[config.mk]
export PLATFORM = sky130hd
export DESIGN_NAME = otp_program_unlock_gate
export DESIGN_NICKNAME = d
export VERILOG_FILES = /design/src/logic/unlock_gate_pkg.sv /design/src/logic/key_compare.sv /design/src/logic/otp_program_unlock_gate.sv
export VERILOG_INCLUDE_DIRS = /design/src /design/src/logic
export SDC_FILE = /design/constraint.sdc
export NUM_CORES = 1
export LEC_CHECK = 0
export CORE_MARGIN = 4
export CORE_UTILIZATION = 55
export CTS_BUF_LIST = sky130_fd_sc_hd__clkbuf_16
export DETAILED_ROUTE_END_ITERATION = 12
export DONT_BUFFER_PORTS = 1
export PLACE_DENSITY = 0.71
export SLEW_MARGIN = 15
export SYNTH_ARGS = -nofsm -noshare
export SYNTH_HDL_FRONTEND = slang
export SYNTH_SLANG_ARGS = --single-unit
[constraint.sdc]
create_clock -name clock -period 4.5 [get_ports clock]
set_clock_uncertainty 0.1 [all_clocks]
set_input_delay 0.675 -clock clock [delete_from_list [all_inputs] [get_ports clock]]
set_output_delay 0.675 -clock clock [all_outputs]
set_load 0.1 [all_outputs]
[src/logic/unlock_gate_params.svh]
`ifndef UNLOCK_GATE_PARAMS_SVH
`define UNLOCK_GATE_PARAMS_SVH
// ----------------------------------------
// Register indices (printed offsets)
// ----------------------------------------
`define IDX_KEY_FIRST      12'h150
`define IDX_KEY_SECOND     12'h151
`define IDX_KEY_THIRD      12'h152
`define IDX_KEY_FOURTH     12'h153
`define IDX_PROG_CTRL      12'h154
`define IDX_GATE_STATUS    12'h155
`define IDX_FIRST_STAGE    12'h156
// ----------------------------------------
// Fields and values
// ----------------------------------------
`define KEY_RESET          8'h00
`define TRIGGER_BIT        0
`define STATUS_ARMED_BIT   0
`define STATUS_STEP_LSB    1
`define STATUS_STEP_MSB    3
`define FIRST_STAGE_BIT    0
`define AXI_OKAY           2'h0
`define AXI_SLVERR         2'h2
`define ADDR_LSB           2
`define KEY_COUNT          4
`endif

[src/logic/unlock_gate_pkg.sv]
package unlock_gate_pkg;
    typedef enum logic [2:0] {
        seq_idle,
        seq_got_first,
        seq_got_second,
        seq_got_third,
        seq_armed
    } seq_state_t;
    typedef logic [7:0] key_t;
endpackage : unlock_gate_pkg

[src/logic/key_compare.sv]
`timescale 1ns/100ps
`include "unlock_gate_params.svh"
module key_compare
    import unlock_gate_pkg::*;
#(
    parameter key_t KEY0 = 8'h11,
    parameter key_t KEY1 = 8'h22,
    parameter key_t KEY2 = 8'h33,
    parameter key_t KEY3 = 8'h44
) (
    input  wire logic [7:0]              data,
    output logic      [`KEY_COUNT-1:0]   match
);
    localparam key_t EXPECTED [`KEY_COUNT] = '{KEY0, KEY1, KEY2, KEY3};
    // ----------------------------------------
    // Per-key comparison
    // ----------------------------------------
    genvar i;
    generate
        for (i = 0; i < `KEY_COUNT; i++) begin : g_cmp
            assign match[i] = (data == EXPECTED[i]);
        end
    endgenerate
endmodule : key_compare

[src/logic/otp_program_unlock_gate.sv]
`timescale 1ns/100ps
`include "unlock_gate_params.svh"
module otp_program_unlock_gate
    import unlock_gate_pkg::*;
#(
    parameter key_t KEY0 = 8'h11,
    parameter key_t KEY1 = 8'h22,
    parameter key_t KEY2 = 8'h33,
    parameter key_t KEY3 = 8'h44
) (
    input  wire logic        clock,
    input  wire logic        rst_n,
    input  wire logic [13:0] s_axi_awaddr,
    input  wire logic        s_axi_awvalid,
    output logic             s_axi_awready,
    input  wire logic [31:0] s_axi_wdata,
    input  wire logic [3:0]  s_axi_wstrb,
    input  wire logic        s_axi_wvalid,
    output logic             s_axi_wready,
    output logic [1:0]       s_axi_bresp,
    output logic             s_axi_bvalid,
    input  wire logic        s_axi_bready,
    input  wire logic [13:0] s_axi_araddr,
    input  wire logic        s_axi_arvalid,
    output logic             s_axi_arready,
    output logic [31:0]      s_axi_rdata,
    output logic [1:0]       s_axi_rresp,
    output logic             s_axi_rvalid,
    input  wire logic        s_axi_rready,
    output logic             program_start,
    output logic             program_armed
);
    // ----------------------------------------
    // Write channel capture
    // ----------------------------------------
    logic        aw_held;
    logic [11:0] aw_index;
    logic        w_held;
    logic [31:0] w_data;
    logic [3:0]  w_strb;
    logic [7:0]  key_store [`KEY_COUNT];
    logic        first_stage_ok;
    seq_state_t  state;
    seq_state_t  next_state;
    logic [`KEY_COUNT-1:0] match;

    assign s_axi_awready = !aw_held && !s_axi_bvalid;
    assign s_axi_wready  = !w_held && !s_axi_bvalid;

    wire aw_take   = s_axi_awvalid && s_axi_awready;
    wire w_take    = s_axi_wvalid && s_axi_wready;
    wire aw_have   = aw_held || aw_take;
    wire w_have    = w_held || w_take;
    wire [11:0] aw_idx_now = aw_held ? aw_index : s_axi_awaddr[13:`ADDR_LSB];
    wire [31:0] wd_now     = w_held ? w_data : s_axi_wdata;
    wire [3:0]  ws_now     = w_held ? w_strb : s_axi_wstrb;
    wire do_write  = aw_have && w_have;
    wire lane0     = ws_now[0];
    wire [7:0] wbyte = wd_now[7:0];

    wire hit_k0   = (aw_idx_now == `IDX_KEY_FIRST);
    wire hit_k1   = (aw_idx_now == `IDX_KEY_SECOND);
    wire hit_k2   = (aw_idx_now == `IDX_KEY_THIRD);
    wire hit_k3   = (aw_idx_now == `IDX_KEY_FOURTH);
    wire hit_ctrl = (aw_idx_now == `IDX_PROG_CTRL);
    wire hit_fst  = (aw_idx_now == `IDX_FIRST_STAGE);
    wire hit_stat = (aw_idx_now == `IDX_GATE_STATUS);
    wire w_mapped = hit_k0 || hit_k1 || hit_k2 || hit_k3 || hit_ctrl || hit_fst || hit_stat;
    wire [`KEY_COUNT-1:0] key_hit = {hit_k3, hit_k2, hit_k1, hit_k0};

    key_compare #(
        .KEY0 (KEY0),
        .KEY1 (KEY1),
        .KEY2 (KEY2),
        .KEY3 (KEY3)
    ) u_cmp (
        .data  (wbyte),
        .match (match)
    );

    wire trigger_write = do_write && hit_ctrl && lane0 && wd_now[`TRIGGER_BIT];
    // Start only when armed and first stage still open
    assign program_start = trigger_write && (state == seq_armed) && first_stage_ok;
    assign program_armed = (state == seq_armed);

    always_ff @(posedge clock or negedge rst_n) begin
        if (!rst_n) begin
            aw_held  <= 1'b0;
            aw_index <= 12'h000;
        end else if (do_write) begin
            aw_held  <= 1'b0;
        end else if (aw_take) begin
            aw_held  <= 1'b1;
            aw_index <= s_axi_awaddr[13:`ADDR_LSB];
        end
    end

    always_ff @(posedge clock or negedge rst_n) begin
        if (!rst_n) begin
            w_held <= 1'b0;
            w_data <= 32'h0000_0000;
            w_strb <= 4'h0;
        end else if (do_write) begin
            w_held <= 1'b0;
        end else if (w_take) begin
            w_held <= 1'b1;
            w_data <= s_axi_wdata;
            w_strb <= s_axi_wstrb;
        end
    end

    always_ff @(posedge clock or negedge rst_n) begin
        if (!rst_n) begin
            s_axi_bvalid <= 1'b0;
            s_axi_bresp  <= `AXI_OKAY;
        end else if (do_write) begin
            s_axi_bvalid <= 1'b1;
            s_axi_bresp  <= w_mapped ? `AXI_OKAY : `AXI_SLVERR;
        end else if (s_axi_bready) begin
            s_axi_bvalid <= 1'b0;
        end
    end

    // ----------------------------------------
    // Key storage (write-only from the bus)
    // ----------------------------------------
    genvar k;
    generate
        for (k = 0; k < `KEY_COUNT; k++) begin : g_key
            always_ff @(posedge clock or negedge rst_n) begin
                if (!rst_n) begin
                    key_store[k] <= `KEY_RESET;
                end else if (do_write && key_hit[k] && lane0) begin
                    key_store[k] <= wbyte;
                end
            end
        end
    endgenerate

    always_ff @(posedge clock or negedge rst_n) begin
        if (!rst_n) begin
            first_stage_ok <= 1'b0;
        end else if (do_write && hit_fst && lane0) begin
            first_stage_ok <= wd_now[`FIRST_STAGE_BIT];
        end
    end

    // ----------------------------------------
    // Unlock sequencer
    // ----------------------------------------
    always_comb begin
        next_state = state;
        if (do_write) begin
            case (state)
                seq_idle:       next_state = (hit_k0 && match[0]) ? seq_got_first : seq_idle;
                seq_got_first:  next_state = (hit_k1 && match[1]) ? seq_got_second
                                            : (hit_k0 && match[0]) ? seq_got_first : seq_idle;
                seq_got_second: next_state = (hit_k2 && match[2]) ? seq_got_third
                                            : (hit_k0 && match[0]) ? seq_got_first : seq_idle;
                seq_got_third:  next_state = (hit_k3 && match[3]) ? seq_armed
                                            : (hit_k0 && match[0]) ? seq_got_first : seq_idle;
                seq_armed:      next_state = seq_idle;
                default:        next_state = seq_idle;
            endcase
        end
    end

    always_ff @(posedge clock or negedge rst_n) begin
        if (!rst_n) begin
            state <= seq_idle;
        end else begin
            state <= next_state;
        end
    end

    // ----------------------------------------
    // Read channel
    // ----------------------------------------
    wire [11:0] ar_idx  = s_axi_araddr[13:`ADDR_LSB];
    wire r_key  = (ar_idx >= `IDX_KEY_FIRST) && (ar_idx <= `IDX_KEY_FOURTH);
    wire r_ctrl = (ar_idx == `IDX_PROG_CTRL);
    wire r_stat = (ar_idx == `IDX_GATE_STATUS);
    wire r_fst  = (ar_idx == `IDX_FIRST_STAGE);
    wire [2:0] step = state[2:0];
    wire [31:0] stat_word = {28'h0000000, step, program_armed};
    wire [31:0] fst_word  = {31'h00000000, first_stage_ok};
    // Keys never leave on the read path
    wire [31:0] rd_mux = r_key  ? 32'h0000_0000 :
                         r_stat ? stat_word :
                         r_fst  ? fst_word : 32'h0000_0000;
    wire r_mapped = r_key || r_ctrl || r_stat || r_fst;

    assign s_axi_arready = !s_axi_rvalid;

    always_ff @(posedge clock or negedge rst_n) begin
        if (!rst_n) begin
            s_axi_rvalid <= 1'b0;
            s_axi_rdata  <= 32'h0000_0000;
            s_axi_rresp  <= `AXI_OKAY;
        end else if (s_axi_arvalid && s_axi_arready) begin
            s_axi_rvalid <= 1'b1;
            s_axi_rdata  <= rd_mux;
            s_axi_rresp  <= r_mapped ? `AXI_OKAY : `AXI_SLVERR;
        end else if (s_axi_rready) begin
            s_axi_rvalid <= 1'b0;
        end
    end

    // ----------------------------------------
    // Assertions
    // ----------------------------------------
    wire key_read = s_axi_arvalid && s_axi_arready && r_key;

    property p_key_reads_zero;
        @(posedge clock) disable iff (!rst_n)
        key_read |=> (s_axi_rvalid && s_axi_rdata == 32'h0000_0000);
    endproperty
    a_key_reads_zero: assert property (p_key_reads_zero)
        else $error("key register read returned nonzero");

    property p_armed_clears;
        @(posedge clock) disable iff (!rst_n)
        (state == seq_armed && do_write) |=> (state == seq_idle);
    endproperty
    a_armed_clears: assert property (p_armed_clears)
        else $error("unlock survived next write");

    // Stored fourth key is checked apart from the compare path
    property p_start_needs_both;
        @(posedge clock) disable iff (!rst_n)
        program_start |-> (first_stage_ok && program_armed && key_store[3] == KEY3);
    endproperty
    a_start_needs_both: assert property (p_start_needs_both)
        else $error("program start without both stages");

    property p_arm_after_fourth;
        @(posedge clock) disable iff (!rst_n)
        $rose(program_armed) |-> $past(state == seq_got_third && hit_k3 && match[3]);
    endproperty
    a_arm_after_fourth: assert property (p_arm_after_fourth)
        else $error("armed without correct fourth key");

    property p_wrong_resets;
        @(posedge clock) disable iff (!rst_n)
        (do_write && state == seq_got_second && !(hit_k2 && match[2]) && !(hit_k0 && match[0]))
            |=> (state == seq_idle);
    endproperty
    a_wrong_resets: assert property (p_wrong_resets)
        else $error("bad write did not restart sequence");

    property p_key_a_store;
        @(posedge clock) disable iff (!rst_n)
        (do_write && hit_k0 && lane0) |=> (key_store[0] == $past(wbyte));
    endproperty
    a_key_a_store: assert property (p_key_a_store)
        else $error("key A not stored");

    property p_key_d_store;
        @(posedge clock) disable iff (!rst_n)
        (do_write && hit_k3 && lane0) |=> (key_store[3] == $past(wbyte));
    endproperty
    a_key_d_store: assert property (p_key_d_store)
        else $error("key D not stored");

    property p_resp_follows;
        @(posedge clock) disable iff (!rst_n)
        do_write |=> s_axi_bvalid;
    endproperty
    a_resp_follows: assert property (p_resp_follows)
        else $error("write response missing");

    property p_start_disarms;
        @(posedge clock) disable iff (!rst_n)
        program_start |=> !program_armed;
    endproperty
    a_start_disarms: assert property (p_start_disarms)
        else $error("unlock survived program start");

    property p_no_start_when_first_closed;
        @(posedge clock) disable iff (!rst_n)
        (do_write && hit_ctrl && !first_stage_ok) |-> !program_start;
    endproperty
    a_no_start_when_first_closed: assert property (p_no_start_when_first_closed)
        else $error("program start with first stage closed");

    property p_key_a_restarts;
        @(posedge clock) disable iff (!rst_n)
        (do_write && hit_k0 && match[0] && state != seq_armed) |=> (state == seq_got_first);
    endproperty
    a_key_a_restarts: assert property (p_key_a_restarts)
        else $error("correct first key did not restart sequence");

    property p_read_keeps_state;
        @(posedge clock) disable iff (!rst_n)
        !do_write |=> $stable(state);
    endproperty
    a_read_keeps_state: assert property (p_read_keeps_state)
        else $error("sequence moved without a write");

    c_armed: cover property (@(posedge clock) disable iff (!rst_n) $rose(program_armed));
    c_start: cover property (@(posedge clock) disable iff (!rst_n) program_start);
    c_forfeit: cover property (@(posedge clock) disable iff (!rst_n)
        state == seq_armed && do_write && !trigger_write);
endmodule : otp_program_unlock_gate

==> qor.yml, run 1 <==
outcome: "finished clean"
pre_cts_ws_ns: 1.26
crit_family: "simple AND/OR/NAND/NOR gates"
antenna_found_initial: 0
p_total_uw: 1470
dr.pass1.iters: 4
yosysTopAreaCell: "dfrtp_1"
ys_top_cells_by_area: "dfrtp_1 43%, mux2_2 12%, buf_4 11%"
grt_pass1_wl_mm: 6.14
start_util: 0.587
synth_edf_count: 0
drive_above_1_share: 0.193
grt.total_usage: 0.180
cts.sinks: 35
area_growth_pct: 6.25
viasPerCell: 5.65
ys_warn_count: 0
clock_path_buffers: 2
crit_path_end_kind: "output pin"
fp.dieH_um: 68.6
cpPeakStageDelay_ns: 0.79
ys_ff_latch: 35
place_congestion: 0.832
drv_slew: 0
synth_top_area_frac: 0.433
cts_buffers: 5
grt_pass1_vias: 1435
slew_headroom: 0.288
reg2reg_from: "s_axi_bvalid"
hold_viol_final: 0
crit_fanout: 11
post_cts_resized: 0
routedWlPerCell_um: 15.6
fmax_mhz: 284
tritoncts: "built"
via_count: 1429
p_leak_uw: 0.000941
htree_levels: 2
power_density_nw_per_um2: 683
maxCapViolCount: 0
grt_max_degree: 36
yosysMostFrequentCell: "dfrtp_1"
drc: 0
dieArea_sq_um: 4710
grt-ovfl-total: 0
nNetsFinal: 277
cts_setup_buffers: 0
fin_ws_ns: 0.979
coreArea_sq_um: 3440
cp_slowest_cell: "dfrtp_1"
dp_hpwl_mm: 3.08
synth_common_cells: "35 x dfrtp_1, 30 x buf_4, 22 x mux2_2"
synth_seq_area_share: 0.433
fin_util: 0.624
async_flop_share: 1.00
critPathKind: "reg -> out"
cts_root_buffer: "clkbuf_16"
setup-tns-final_ns: 0
n_antenna_cell: 0
start_kind: "register"
period_needed_ns: 3.52
synthDistinctLibCells: 39
crit_start: "s_axi_bvalid"
totalWireLength_mm: 3.94
worstPathRequired_ns: 3.72
ys.flop_type: "dfrtp_1"
ant_nets: 0
cts.clk_slew.worst_paths_ns: 0.05
io-pin-count: 114
report.final.setup_viol: 0
cp_cell_sequence: "nor2b_1 > o22ai_2 > or4b_1 > nor3_4 > buf_4"
clock_latency_ns: 0.28
finalCritPeriodShare: 0.782
rsz0062_at_grt: "no"
crit_arrival_ns: 2.75
synth_cells: 200
worstMarginPinSlew_ns: 1.07
netlist_area_sq_um: 2020
numPortBuffers: 0
syn_area_per_cell_sq_um: 10.1
crit_buf_inv: 1
rows: 21
die_x_um: 68.6
ir_drop_uv: 586
first_iter_violations: 53
hold_path.class: "in -> async"
fillerInstances: 275
report_power, final:
group / switching, uW / internal, uW
Sequential: 198 / 430
Combinational: 335 / 186
Clock: 118 / 199
what timing repair did:
item / 4_1_cts / 5_1_grt
endpoints found under the setup margin: 0 / 0
hold buffers: 1 / 0
endpoints found under the hold margin: 35 / 0
worst register-to-register path: cells and delay by family (launching register included):
family,cells,cell delay [ns]
AOI/OAI and AO/OA,1,0.20
DFF,1,0.79
and+or+nand+nor,3,1.37
muxes,1,0.30
area by class of cell:
type,count,area [sq um],area share
repair buffers,5,50.0,0.0233
clock buffers,5,125,0.0583
multi-input cells,154,1010,0.470
inverters,5,18.8,0.00874
flip-flops and latches,35,876,0.408
clock inverters,3,11.3,0.00524
well taps,46,57.6,0.0268
per-stage QoR:
| step | instances | area, sq um | hold slack [ns] |
|---|---|---|---|
| floorplan | 229 | 2140 | 0.279 |
| global placement | 244 | 1990 | 0.280 |
| detailed placement | 244 | 1990 | 0.280 |
| CTS | 253 | 2150 | 0.129 |
| global route | 253 | 2150 | 0.138 |
| finish | 253 | 2150 | 0.126 |
layout by cell type, fill, tap and decap left out, types with 2 or more instances in the layout:
| cell | instances |
|---|---|
| conb_1 | 30 |
| o21a_1 | 2 |
| nor2_1 | 10 |
| nor4bb_1 | 2 |
| mux2_2 | 22 |
| a21oi_1 | 5 |
| nand4_1 | 4 |
| nand2b_1 | 3 |
| clkinv_1 | 2 |
| dfrtp_1 | 35 |
| nor3b_1 | 2 |
| nor4b_1 | 4 |
| a31oi_1 | 2 |
| and3b_1 | 2 |
| inv_1 | 6 |
| o21ai_0 | 12 |
| a22o_1 | 4 |
| nand2_1 | 17 |
| nand3_1 | 5 |
| buf_4 | 4 |
| nor2_2 | 2 |
| clkbuf_16 | 5 |
| o31ai_1 | 3 |
| mux2i_1 | 3 |
| nor3_1 | 4 |
| nor2b_1 | 2 |
cells by family after synthesis:
logic type | count (synthesis) | share of synthesized area
simple gates | 65 | 0.177
buf+inv | 40 | 0.135
flops | 35 | 0.433
compound gates | 33 | 0.108
mux | 26 | 0.145
other cells | 1 | 0.00186
final timing paths:
path / slack [ns] / end / cells after the start
worst max-delay path: 0.98 / program_start / 5
worst min-delay path: 0.13 / s_axi_rdata[3] / 1
worst max register to register: 1.62 / first_stage_ok / 5
worst min register to register: 0.40 / aw_index[6] / 1
max in group asynchronous: 4.00 / aw_index[4] / 1
min in group clock: 0.39 / s_axi_bvalid / 1
layer usage:
metal	vias to the layer above	wire [um]	global-route usage
met5	-	0	0
met3	5	479	0.0810
met1	676	1470	0.185
li1	674	-	-
met2	74	1930	0.321
met4	0	53	0.0596
flip-flops by register name, summed over array words and instances (netlist names):
| name | cells |
|---|---|
| w_strb | 1 |
| s_axi_rdata | 4 |
| s_axi_bvalid | 1 |
| aw_held | 1 |
| w_data | 8 |
| first_stage_ok | 1 |
| aw_index | 12 |
| s_axi_bresp | 1 |
| s_axi_rvalid | 1 |
| state | 3 |
| s_axi_rresp | 1 |
| w_held | 1 |
Note: power is estimated with default switching activity, not from simulation.
==> run 2, diff against run 1 <==
Clock period 4.5 ns to 3.6 ns, I/O delays scaled along.
==> qor.yml, run 2 (synthesized netlist as in run 1, its figures left out) <==
nNetsFinal: 281  # +1.4%
routedWlPerCell_um: 16.0  # +3.0%
clock_latency_ns: 0.28  # about the same
clock_path_buffers: 2  # unchanged
setup-tns-final_ns: 0  # unchanged
cts.sinks: 35  # unchanged
dieArea_sq_um: 4710  # unchanged
cts_setup_buffers: 0  # unchanged
grt_pass1_wl_mm: 6.38  # +3.9%
numPortBuffers: 0  # unchanged
n_antenna_cell: 0  # unchanged
power_density_nw_per_um2: 854  # +25%
reg_top3: "aw_index x12, w_data x8, s_axi_rdata x4"
hold_depth: 1
first_iter_violations: 25  # -53%
pre_cts_ws_ns: 0.836  # -0.423 ns
seqCellArea_sq_um: 876  # unchanged
maxCapViolCount: 0  # unchanged
fin_util: 0.634  # +0.00982
fmax_mhz: 327
hold_path.class: "in -> reg"
ir_drop_uv: 603  # +2.9%
place_congestion: 0.829  # -0.30%
dr.pass1.iters: 5  # +1
cts_root_buffer: "clkbuf_16"
fin_area_sq_um: 2180  # +1.6%
grt_max_degree: 36  # unchanged
drv_slew: 0  # unchanged
hold_viol_final: 0  # unchanged
placedInstanceArea_sq_um: 2010  # +1.1%
mostFrequentLayoutCell: "dfrtp_1"
report.final.setup_viol: 0  # unchanged
worstPathRequired_ns: 2.96  # -0.76 ns
rsz0062_at_grt: "no"
die_x_um: 68.6  # unchanged
crit_path_end_kind: "output pin"
finalCritPeriodShare: 0.850
multi_input_area_sq_um: 1010  # unchanged
regMostFlops: "aw_index"
totalWireLength_mm: 4.12  # +4.6%
cts.clk_slew.worst_paths_ns: 0.05  # about the same
crit_fanout: 19  # +8
grt.total_usage: 0.184  # +0.00391
outcome: "finished clean"
p_leak_uw: 0.000966  # +2.6%
reg2regPathDepth: 4  # -1
start_util: 0.587  # unchanged
crit_arrival_ns: 2.42  # -0.33 ns
period_needed_ns: 3.06
drive_above_1_share: 0.209  # +0.0153
worstMarginPinSlew_ns: 0.917  # -0.151 ns
fp.dieH_um: 68.6  # unchanged
largest_reg_flops: 12  # unchanged
fin_ws_ns: 0.540  # -0.439 ns
antenna_found_initial: 0  # unchanged
post_cts_resized: 0  # unchanged
drc: 0  # unchanged
via_count: 1464  # +2.4%
dp_hpwl_mm: 3.20  # +3.9%
rows: 21  # unchanged
fillerInstances: 277  # +0.73%
htree_levels: 2  # unchanged
io-pin-count: 114  # unchanged
tritoncts: "built"
viasPerCell: 5.70  # +0.85%
area_growth_pct: 7.93
cts_buffers: 5  # unchanged
slew_headroom: 0.389  # +0.101
critPathKind: "reg -> out"
start_kind: "register"
coreArea_sq_um: 3440  # unchanged
grt-ovfl-total: 0  # unchanged
p_total_uw: 1860  # +27%
grt_pass1_vias: 1490  # +3.8%
ant_nets: 0  # unchanged
most-common-layout-cells: "35 x dfrtp_1, 30 x conb_1, 22 x mux2_2"
run 2: cell type report:
class,instances,area share
multi-input combinational,154,0.462
sequential,35,0.402
clock buffer,5,0.0574
timing repair buffer,9,0.0379
tap,46,0.0264
inverter,5,0.00861
clock inverter,3,0.00574
run 2: per-layer routing:
| layer | track usage | wire length (um) | vias to the layer above |
|---|---|---|---|
| li1 | - | - | 672 |
| met2 | 0.330 | 2070 | 75 |
| met5 | 0 | 0 | - |
| met4 | 0.0620 | 36 | 0 |
| met3 | 0.0729 | 465 | 7 |
| met1 | 0.193 | 1550 | 710 |
run 2: critical path: stages (launching register included):
cell and delay (ns):
dfrtp_1 0.72, o22ai_2 0.30, or4b_1 0.63, nor3_4 0.18
buf_4 0.31
run 2: final timing paths:
check,from,endpoint,slack [ns]
max reg2reg,w_held,first_stage_ok,1.04
min,s_axi_bready,s_axi_bvalid,0.26
max in group asynchronous,rst_n,w_held,2.60
min in group asynchronous,rst_n,s_axi_rdata[0],0.62
max,w_held,program_start,0.54
min reg2reg,w_data[3],w_data[3],0.40
run 2: timing repair:
item	in CTS	in global routing
setup endpoints to repair	0	0
hold buffers	2	0
hold endpoints to repair	35	0
run 2: where the power goes:
| group | total (uW) | internal, uW | switching (uW) |
|---|---|---|---|
| Sequential | 733 | 539 | 194 |
| Combinational | 731 | 244 | 487 |
| Clock | 399 | 249 | 149 |
| Total | 1860 | 1030 | 830 |
run 2: per-stage QoR:
step,hold slack (ns),std cells
final,0.258,257
after global routing,0.290,257
after CTS,0.254,257
after detailed placement,0.145,247
after global placement,0.145,247
after floorplan,0.144,229
